**src/hw/pll_regs_defines.svh**
```systemverilog
`ifndef PLL_REGS_DEFINES_SVH
`define PLL_REGS_DEFINES_SVH

// register word indices; the bus byte address is four times the index
`define IDX_CAL_CTRL 12'h018
`define IDX_CNT_DLY 12'h019
`define IDX_MON_LOCK 12'h01a
`define IDX_HOLDOVER 12'h01d
`define IDX_UPDATE 12'h232
`define IDX_STATUS 12'h233

// field positions
`define CAL_NOW_BIT 0
`define SYNC_MODE_HI 7
`define SYNC_MODE_LO 6
`define RDLY_HI 5
`define RDLY_LO 3
`define NDLY_HI 2
`define NDLY_LO 0
`define THR_BIT 6
`define LDSEL_HI 5
`define LDSEL_LO 0
`define LDSEL_TOP 5
`define UPDATE_BIT 0

// reset values
`define RST_CAL_CTRL 8'h00
`define RST_CNT_DLY 8'h00
`define RST_MON_LOCK 8'h00
`define RST_HOLDOVER 8'h00

// lock pin select codes
`define LOCK_SEL_FLAG 6'h00
`define LOCK_SEL_STAT_FLAG 6'h2d

// axi responses
`define RESP_OKAY 2'h0
`define RESP_SLVERR 2'h2

`endif

```
**src/hw/pll_regs_pkg.sv**
```systemverilog
package pll_regs_pkg;

   typedef enum logic [1:0]
   {
      SYNC_NONE = 2'h0,
      SYNC_ASYNC = 2'h1,
      SYNC_SYNC = 2'h2,
      SYNC_NONE2 = 2'h3
   } sync_mode_t;

   typedef struct packed
   {
      logic [7:0] cal_ctrl;
      logic [7:0] cnt_dly;
      logic [7:0] mon_lock;
      logic [7:0] holdover;
   } reg_set_t;

   typedef struct packed
   {
      logic digital_lock_flag;
      logic primary_ref_hi;
      logic primary_ref_lo;
      logic secondary_ref_hi;
      logic secondary_ref_lo;
      logic vco_freq_ok;
      logic sync_event;
   } pll_status_t;

endpackage

```
**src/hw/reg_shadow.sv**
```systemverilog
`include "pll_regs_defines.svh"

module reg_shadow
(
   // clock and reset
   input wire logic clk,
   input wire logic rst_b,
   input wire logic ce,
   // software side
   input wire logic wr_en,
   input wire logic [11:0] wr_addr,
   input wire logic [7:0] wr_data,
   input wire logic update,
   // copies
   output pll_regs_pkg::reg_set_t buf_set,
   output pll_regs_pkg::reg_set_t act_set
);

   pll_regs_pkg::reg_set_t buf_ff;
   pll_regs_pkg::reg_set_t nxt_buf;
   pll_regs_pkg::reg_set_t act_ff;
   pll_regs_pkg::reg_set_t nxt_act;

   assign buf_set = buf_ff;
   assign act_set = act_ff;

   always_comb
   begin
      nxt_buf = buf_ff;
      nxt_act = act_ff;
      if (wr_en)
      begin
         case (wr_addr)
            `IDX_CAL_CTRL: nxt_buf.cal_ctrl = wr_data;
            `IDX_CNT_DLY: nxt_buf.cnt_dly = wr_data;
            `IDX_MON_LOCK: nxt_buf.mon_lock = wr_data;
            `IDX_HOLDOVER: nxt_buf.holdover = wr_data;
            default: nxt_buf = buf_ff;
         endcase
      end
      if (update)
         nxt_act = nxt_buf;
   end

   always_ff @(posedge clk or negedge rst_b)
   begin
      if (!rst_b)
      begin
         buf_ff <= {`RST_CAL_CTRL, `RST_CNT_DLY, `RST_MON_LOCK, `RST_HOLDOVER};
         act_ff <= {`RST_CAL_CTRL, `RST_CNT_DLY, `RST_MON_LOCK, `RST_HOLDOVER};
      end
      else if (ce)
      begin
         buf_ff <= nxt_buf;
         act_ff <= nxt_act;
      end
   end

endmodule // reg_shadow

```
**src/hw/lock_pin_mux.sv**
```systemverilog
`include "pll_regs_defines.svh"

module lock_pin_mux
(
   // select and sources
   input wire logic [5:0] sel,
   input wire logic digital_lock_flag,
   // pin level
   output logic pin_level
);

   always_comb
   begin
      pin_level = 1'b0;
      if (sel == `LOCK_SEL_FLAG)
         pin_level = digital_lock_flag;
      else if (!sel[`LDSEL_TOP])
         pin_level = 1'b0;
      else if (sel == `LOCK_SEL_STAT_FLAG)
         pin_level = digital_lock_flag;
      else
         pin_level = 1'b0;
   end

endmodule // lock_pin_mux

```
**src/hw/pll_control_register_slice.sv**
```systemverilog
// Contract
// - calibration starts on active bit rising
// - clearing active bit discards calibration result
// - two-bit field picks counter reset style
// - reference and feedback delays, reset zero
// - threshold bit picks high or low threshold
// - threshold leaves vco monitor alone
// - lock pin default shows lock flag
// - unassigned low codes drive ground
`include "pll_regs_defines.svh"

module pll_control_register_slice
(
   // clock and reset
   input wire logic clk,
   input wire logic rst_b,
   input wire logic ce,
   // axi4-lite write address
   input wire logic [11:0] awaddr,
   input wire logic awvalid,
   output logic awready,
   // axi4-lite write data
   input wire logic [31:0] wdata,
   input wire logic [3:0] wstrb,
   input wire logic wvalid,
   output logic wready,
   // axi4-lite write response
   output logic [1:0] bresp,
   output logic bvalid,
   input wire logic bready,
   // axi4-lite read address
   input wire logic [11:0] araddr,
   input wire logic arvalid,
   output logic arready,
   // axi4-lite read data
   output logic [31:0] rdata,
   output logic [1:0] rresp,
   output logic rvalid,
   input wire logic rready,
   // pll core status
   input pll_regs_pkg::pll_status_t status,
   // pll core controls
   output logic cal_start,
   output logic cal_discard,
   output logic cnt_reset_async,
   output logic cnt_reset_sync,
   output logic [2:0] ref_delay,
   output logic [2:0] fb_delay,
   output logic primary_ref_valid,
   output logic secondary_ref_valid,
   output logic vco_freq_valid,
   output logic lock_status_pin
);

   // ****************************************
   // address decode
   // ****************************************
   // word index from byte address
   function automatic logic [11:0] word_idx(input logic [11:0] a);
      word_idx = {2'h0, a[11:2]};
   endfunction

   function automatic logic mapped(input logic [11:0] i);
      mapped = (i == `IDX_CAL_CTRL) || (i == `IDX_CNT_DLY) || (i == `IDX_MON_LOCK) ||
               (i == `IDX_HOLDOVER) || (i == `IDX_UPDATE) || (i == `IDX_STATUS);
   endfunction

   // ****************************************
   // write channel
   // ****************************************
   logic awready_ff, nxt_awready;
   logic wready_ff, nxt_wready;
   logic [11:0] aw_idx_ff, nxt_aw_idx;
   logic [7:0] w_byte_ff, nxt_w_byte;
   logic w_lane_ff, nxt_w_lane;
   logic bvalid_ff, nxt_bvalid;
   logic [1:0] bresp_ff, nxt_bresp;
   logic wr_go;
   logic reg_wr;
   logic upd;

   assign wr_go = !awready_ff && !wready_ff && !bvalid_ff;
   assign reg_wr = wr_go && w_lane_ff && mapped(aw_idx_ff) && (aw_idx_ff != `IDX_UPDATE)
                   && (aw_idx_ff != `IDX_STATUS);
   // update command self-clears: writing one issues one transfer
   assign upd = wr_go && w_lane_ff && (aw_idx_ff == `IDX_UPDATE) && w_byte_ff[`UPDATE_BIT];

   always_comb
   begin
      nxt_awready = awready_ff;
      nxt_wready = wready_ff;
      nxt_aw_idx = aw_idx_ff;
      nxt_w_byte = w_byte_ff;
      nxt_w_lane = w_lane_ff;
      nxt_bvalid = bvalid_ff;
      nxt_bresp = bresp_ff;
      if (awvalid && awready_ff)
      begin
         nxt_awready = 1'b0;
         nxt_aw_idx = word_idx(awaddr);
      end
      if (wvalid && wready_ff)
      begin
         nxt_wready = 1'b0;
         nxt_w_byte = wdata[7:0];
         nxt_w_lane = wstrb[0];
      end
      if (wr_go)
      begin
         nxt_awready = 1'b1;
         nxt_wready = 1'b1;
         nxt_bvalid = 1'b1;
         nxt_bresp = mapped(aw_idx_ff) ? `RESP_OKAY : `RESP_SLVERR;
      end
      if (bvalid_ff && bready)
         nxt_bvalid = 1'b0;
   end

   always_ff @(posedge clk or negedge rst_b)
   begin
      if (!rst_b)
      begin
         awready_ff <= 1'b1;
         wready_ff <= 1'b1;
         aw_idx_ff <= 12'h000;
         w_byte_ff <= 8'h00;
         w_lane_ff <= 1'b0;
         bvalid_ff <= 1'b0;
         bresp_ff <= `RESP_OKAY;
      end
      else if (ce)
      begin
         awready_ff <= nxt_awready;
         wready_ff <= nxt_wready;
         aw_idx_ff <= nxt_aw_idx;
         w_byte_ff <= nxt_w_byte;
         w_lane_ff <= nxt_w_lane;
         bvalid_ff <= nxt_bvalid;
         bresp_ff <= nxt_bresp;
      end
   end

   assign awready = awready_ff;
   assign wready = wready_ff;
   assign bvalid = bvalid_ff;
   assign bresp = bresp_ff;

   // ****************************************
   // register copies
   // ****************************************
   pll_regs_pkg::reg_set_t buf_set;
   pll_regs_pkg::reg_set_t act_set;

   reg_shadow u_shadow
   (
      .clk(clk),
      .rst_b(rst_b),
      .ce(ce),
      .wr_en(reg_wr),
      .wr_addr(aw_idx_ff),
      .wr_data(w_byte_ff),
      .update(upd),
      .buf_set(buf_set),
      .act_set(act_set)
   );

   // ****************************************
   // read channel
   // ****************************************

   logic rvalid_ff, nxt_rvalid;
   logic arready_ff, nxt_arready;
   logic [31:0] rdata_ff, nxt_rdata;
   logic [1:0] rresp_ff, nxt_rresp;
   logic [11:0] ridx;
   logic cal_prev_ff, nxt_cal_prev;
   logic cal_active_ff, nxt_cal_active;
   logic cal_start_ff, nxt_cal_start;
   logic cal_discard_ff, nxt_cal_discard;
   logic arst_ff, nxt_arst;
   logic srst_ff, nxt_srst;
   logic [2:0] rdly_ff, nxt_rdly;
   logic [2:0] ndly_ff, nxt_ndly;
   logic primary_ref_valid_ff, nxt_primary;
   logic secondary_ref_valid_ff, nxt_secondary;
   logic vco_freq_valid_ff, nxt_vco;
   logic lock_pin_ff, nxt_lock_pin;
   logic mux_level;
   logic cal_bit;
   pll_regs_pkg::sync_mode_t smode;

   assign ridx = word_idx(araddr);
   always_comb
   begin
      nxt_rvalid = rvalid_ff;
      nxt_rdata = rdata_ff;
      nxt_rresp = rresp_ff;
      if (arvalid && !rvalid_ff)
      begin
         nxt_rvalid = 1'b1;
         nxt_rresp = mapped(ridx) ? `RESP_OKAY : `RESP_SLVERR;
         case (ridx)
            `IDX_CAL_CTRL: nxt_rdata = {24'h000000, buf_set.cal_ctrl};
            `IDX_CNT_DLY: nxt_rdata = {24'h000000, buf_set.cnt_dly};
            `IDX_MON_LOCK: nxt_rdata = {24'h000000, buf_set.mon_lock};
            `IDX_HOLDOVER: nxt_rdata = {24'h000000, buf_set.holdover};
            `IDX_STATUS: nxt_rdata = {24'h000000, cal_active_ff, status.digital_lock_flag,
                                      vco_freq_valid_ff, secondary_ref_valid_ff,
                                      primary_ref_valid_ff, lock_pin_ff, 2'h0};
            default: nxt_rdata = 32'h00000000;
         endcase
      end
      else if (rvalid_ff && rready)
         nxt_rvalid = 1'b0;
      nxt_arready = !nxt_rvalid;
   end

   always_ff @(posedge clk or negedge rst_b)
   begin
      if (!rst_b)
      begin
         rvalid_ff <= 1'b0;
         arready_ff <= 1'b1;
         rdata_ff <= 32'h00000000;
         rresp_ff <= `RESP_OKAY;
      end
      else if (ce)
      begin
         rvalid_ff <= nxt_rvalid;
         arready_ff <= nxt_arready;
         rdata_ff <= nxt_rdata;
         rresp_ff <= nxt_rresp;
      end
   end

   assign arready = arready_ff;
   assign rvalid = rvalid_ff;
   assign rdata = rdata_ff;
   assign rresp = rresp_ff;

   // ****************************************
   // pll control outputs
   // ****************************************
   assign cal_bit = act_set.cal_ctrl[`CAL_NOW_BIT];
   assign smode = pll_regs_pkg::sync_mode_t'(act_set.cnt_dly[`SYNC_MODE_HI:`SYNC_MODE_LO]);

   lock_pin_mux u_lock_mux
   (
      .sel(act_set.mon_lock[`LDSEL_HI:`LDSEL_LO]),
      .digital_lock_flag(status.digital_lock_flag),
      .pin_level(mux_level)
   );

   always_comb
   begin
      nxt_cal_prev = cal_bit;
      // start only on zero to one
      nxt_cal_start = cal_bit && !cal_prev_ff;
      nxt_cal_discard = !cal_bit && cal_prev_ff;
      nxt_cal_active = cal_bit;
      nxt_arst = 1'b0;
      nxt_srst = 1'b0;
      case (smode)
         pll_regs_pkg::SYNC_ASYNC: nxt_arst = status.sync_event;
         pll_regs_pkg::SYNC_SYNC: nxt_srst = status.sync_event;
         default: nxt_arst = 1'b0;
      endcase
      nxt_rdly = act_set.cnt_dly[`RDLY_HI:`RDLY_LO];
      nxt_ndly = act_set.cnt_dly[`NDLY_HI:`NDLY_LO];
      if (act_set.mon_lock[`THR_BIT])
      begin
         nxt_primary = status.primary_ref_lo;
         nxt_secondary = status.secondary_ref_lo;
      end
      else
      begin
         nxt_primary = status.primary_ref_hi;
         nxt_secondary = status.secondary_ref_hi;
      end
      nxt_vco = status.vco_freq_ok;
      nxt_lock_pin = mux_level;
   end

   always_ff @(posedge clk or negedge rst_b)
   begin
      if (!rst_b)
      begin
         cal_prev_ff <= 1'b0;
         cal_active_ff <= 1'b0;
         cal_start_ff <= 1'b0;
         cal_discard_ff <= 1'b0;
         arst_ff <= 1'b0;
         srst_ff <= 1'b0;
         rdly_ff <= 3'h0;
         ndly_ff <= 3'h0;
         primary_ref_valid_ff <= 1'b0;
         secondary_ref_valid_ff <= 1'b0;
         vco_freq_valid_ff <= 1'b0;
         lock_pin_ff <= 1'b0;
      end
      else if (ce)
      begin
         cal_prev_ff <= nxt_cal_prev;
         cal_active_ff <= nxt_cal_active;
         cal_start_ff <= nxt_cal_start;
         cal_discard_ff <= nxt_cal_discard;
         arst_ff <= nxt_arst;
         srst_ff <= nxt_srst;
         rdly_ff <= nxt_rdly;
         ndly_ff <= nxt_ndly;
         primary_ref_valid_ff <= nxt_primary;
         secondary_ref_valid_ff <= nxt_secondary;
         vco_freq_valid_ff <= nxt_vco;
         lock_pin_ff <= nxt_lock_pin;
      end
   end

   assign cal_start = cal_start_ff;
   assign cal_discard = cal_discard_ff;
   assign cnt_reset_async = arst_ff;
   assign cnt_reset_sync = srst_ff;
   assign ref_delay = rdly_ff;
   assign fb_delay = ndly_ff;
   assign primary_ref_valid = primary_ref_valid_ff;
   assign secondary_ref_valid = secondary_ref_valid_ff;
   assign vco_freq_valid = vco_freq_valid_ff;
   assign lock_status_pin = lock_pin_ff;

endmodule // pll_control_register_slice

```
**config.mk**
```make
export PLATFORM = sky130hd
export DESIGN_NAME = pll_control_register_slice
export DESIGN_NICKNAME = d
export VERILOG_FILES = /design/src/hw/pll_regs_pkg.sv /design/src/hw/reg_shadow.sv /design/src/hw/lock_pin_mux.sv /design/src/hw/pll_control_register_slice.sv
export VERILOG_INCLUDE_DIRS = /design/src /design/src/hw
export SDC_FILE = /design/constraint.sdc
export NUM_CORES = 1
export LEC_CHECK = 0
export BUFFER_PORTS_ARGS = -buffer_cell sky130_fd_sc_hd__buf_2
export CAP_MARGIN = 20
export CORE_UTILIZATION = 46
export DETAILED_ROUTE_END_ITERATION = 16
export MAX_ROUTING_LAYER = met4
export PLACE_DENSITY = 0.78
export SYNTH_ARGS = -nofsm -noshare
export SYNTH_HDL_FRONTEND = slang
export SYNTH_SLANG_ARGS = --single-unit
```
**constraint.sdc**
```tcl
create_clock -name clk -period 1.85 [get_ports clk]
set_input_delay 0.185 -clock clk [delete_from_list [all_inputs] [get_ports clk]]
set_output_delay 0.185 -clock clk [all_outputs]
set_load 0.02 [all_outputs]
```
==> impl_metrics.env <==
export IMPL_status="finished with violations"
export IMPL_leakage_nw=2.750
export IMPL_die_w_um=99.25
export IMPL_wl_per_cell_um=16.40
export IMPL_final_cell_count_no_fill=542
export IMPL_violations="setup timing"
export IMPL_antenna_found_initial=0
export IMPL_syn_to_final_growth_pct=22.12
export IMPL_diodes=0
export IMPL_setup_ws_ps=-214.5
export IMPL_pin_count=130
export IMPL_reg2reg_slack_ps=-210
export IMPL_power_density_mw_per_mm2=968.3
export IMPL_rsz0062_at_grt="yes"
export IMPL_synthFlopType="dfrtp_1"
export IMPL_critPathCaptureType="flip-flop"
export IMPL_hp_start="awaddr[4]"
export IMPL_worstSetupPathType="reg -> reg"
export IMPL_peakVddDrop_mv=0.6002
export IMPL_max_freq_mhz=484.4
export IMPL_routed_wl_um=8891
export IMPL_setup_viol_count_final=48
export IMPL_cp_slowest_cell="or4_4"
export IMPL_cp_arrival_ps=2310
export IMPL_grt_first_pass_wirelength_um=14630
export IMPL_placedCellCount=519
export IMPL_finalHoldViolations=0
export IMPL_syn_area_sq_mm=0.004350
export IMPL_drv_cap=0
export IMPL_clockBufferDepth=2
export IMPL_vias=2876
export IMPL_synth_cell_types=40
export IMPL_die_height_um=99.25
export IMPL_syn_inst=323
export IMPL_finalCritPeriodShare_pct=111.6
export IMPL_holdCritPathClass="in -> reg"
export IMPL_hpwl_um=6438
export IMPL_ant_nets=0
export IMPL_dieArea_sq_mm=0.009851
export IMPL_avgSynthCellArea_sq_um=13.47
export IMPL_first_global_vias=2970
export IMPL_drt_first_pass_iters=4
export IMPL_core_area_sq_mm=0.009196
export IMPL_report_final_slew_viol_count=0
export IMPL_cp_cell_sequence="or4b_4 > or4_4 > mux2_4"
export IMPL_seq_area_frac_synth_pct=55.88
export IMPL_cp_start_kind="flip-flop"
export IMPL_drt_initial_drc_count=101
export IMPL_drive_above_1_share_pct=49.19
export IMPL_grt_max_degree=45
export IMPL_drc=0
export IMPL_port_buffer_count=72
export IMPL_slowest_delay_ps=630
export IMPL_clock_latency_ps=370
export IMPL_avgViaCountPerCell=5.306
export IMPL_layout_nets=501
export IMPL_reg2reg_depth=3
export IMPL_crit_fanout=8
export IMPL_cts_tree="done"
export IMPL_cts_htree_levels=3
export IMPL_skew_ps=9.928
export IMPL_yosysWarningCount=0
export IMPL_whs_endpoint="aw_idx_ff[2]"
export IMPL_async_flop_share_pct=100.0
export IMPL_cts_buffers=9
export IMPL_grt_usage_pct=19.98
export IMPL_initial_utilization_pct=47.31
export IMPL_synth_edf_count=0
export IMPL_overflow=0
export IMPL_clock_sinks=97
export IMPL_whs_path_depth=2
export IMPL_timing_rr_end="u_shadow.buf_set[25]"
export IMPL_layout_min_cycle_time_ps=2064
export IMPL_num_rows=35
export IMPL_worstPathRequired_ps=2100
export IMPL_dpl_worst_slack_ps=-189.4
export IMPL_cts_root_buf="clkbuf_8"
export IMPL_path_clk_slew_ps=90
export IMPL_r2r_start="aw_idx_ff[7]"
export IMPL_gp_congestion=0.7701
export IMPL_synth_seq_cells=97
-- critical path, delay by kind of cell (launching register included) --
kind / cells / cell delay, ps
simple gates: 2 / 1220
flops: 1 / 390
mux: 1 / 340
-- layer usage --
layer / up-vias / share of wire, % / GRT usage (%) / routed length, um
met5: - / 0 / - / 0
met4: 0 / 1.9 / 7.579 / 166
met3: 12 / 4.6 / 3.725 / 413
met2: 110 / 48 / 32.37 / 4226
met1: 1427 / 46 / 25.06 / 4085
li1: 1327 / - / - / -
-- cell usage in the layout, fill, tap and decap left out, types with 4 or more instances in the layout --
master / count
clkbuf_8: 9
nor2_1: 8
mux2i_1: 19
dfrtp_1: 93
conb_1: 26
buf_2: 71
inv_1: 12
mux2_2: 50
buf_4: 25
o21ai_0: 5
o22ai_1: 9
buf_6: 4
a21oi_1: 6
nand2_1: 10
a222oi_1: 6
mux2_4: 25
-- synthesized netlist by cell type, types with 2 or more instances --
cell / count / area share, %
a21oi_1: 6 / 0.69
a222oi_1: 6 / 1.4
a22o_1: 2 / 0.40
and4_1: 2 / 0.40
buf_4: 27 / 4.7
buf_6: 2 / 0.52
clkbuf_1: 9 / 0.78
dfrtp_1: 94 / 54
dfstp_2: 3 / 1.8
inv_1: 12 / 1.0
mux2_2: 67 / 17
mux2_4: 8 / 2.8
mux2i_1: 19 / 4.4
nand2_1: 10 / 0.86
nand2b_1: 2 / 0.29
nand3_1: 3 / 0.35
nand3b_1: 3 / 0.52
nand4b_1: 3 / 0.60
nor2_1: 9 / 0.78
nor3b_1: 2 / 0.35
nor4_1: 2 / 0.29
o21ai_0: 5 / 0.58
o22ai_1: 9 / 1.3
or4b_4: 2 / 0.63
-- report_power, final --
part	total, mW	switching [mW]	internal (mW)
registers	2.72	0.306	2.42
clock network	1.37	0.743	0.625
logic	1.05	0.494	0.561
-- final cells by class --
type | count | area, sq um
Fill cell | 748 | 3884
Sequential cell | 97 | 2432
Multi-Input combinational cell | 201 | 1817
Timing Repair Buffer | 105 | 685.7
Tap cell | 111 | 138.9
Clock buffer | 9 | 123.9
Clock inverter | 7 | 70.07
Inverter | 12 | 45.04
-- sequential cells by signal, summed over array words and instances (netlist names), 3 cells and up --
register,cells
ref_delay,3
rdata,8
fb_delay,3
w_byte_ff,8
aw_idx_ff,10
u_shadow.act_set,16
u_shadow.buf_set,32
-- cells by family after synthesis --
| logic type | after synthesis | share of synthesized area [%] |
|---|---|---|
| buf+inv | 50 | 6.989 |
| compound gates | 31 | 4.889 |
| flops | 97 | 55.88 |
| mux | 94 | 24.48 |
| simple gates | 50 | 7.679 |
| other cells | 1 | 0.08620 |
-- worst max path at each step --
stage / from / to / slack (ps) / cells after the start
after floorplan: wready / u_shadow.act_set[10] / -160 / 6
after global placement: aw_idx_ff[8] / u_shadow.buf_set[25] / -150 / 3
after detailed placement: wready / u_shadow.buf_set[24] / -190 / 5
after CTS: aw_idx_ff[9] / u_shadow.buf_set[25] / -220 / 3
after global routing: aw_idx_ff[7] / u_shadow.buf_set[25] / -240 / 3
final: aw_idx_ff[7] / u_shadow.buf_set[25] / -210 / 3
-- per-stage QoR --
stage / cell area [sq um] / total power, mW / hold slack, ps / utilization (%) / setup TNS (ps)
3_5_place_dp: 4941 / 3.737 / 190.6 / 53.73 / -5321
3_3_place_gp: 4941 / 3.668 / 180.6 / 53.73 / -3261
5_1_grt: 5313 / 5.403 / 28.12 / 57.77 / -7507
4_1_cts: 5258 / 5.143 / 29.12 / 57.17 / -5388
6_report: 5313 / 5.144 / 40.31 / 57.77 / -5883
2_1_floorplan: 4473 / 3.289 / -110.6 / - / -3884
-- timing repair --
action / in CTS / in global routing
resized for setup: 20 / 6
setup buffers: 2 / 3
hold buffers: 1 / 0
pin swaps: 2 / 4
setup endpoints to repair: 48 / 48
endpoints found under the hold margin: 36 / 0
gates cloned: 1 / 0
Power figures use the tool's default switching activity.
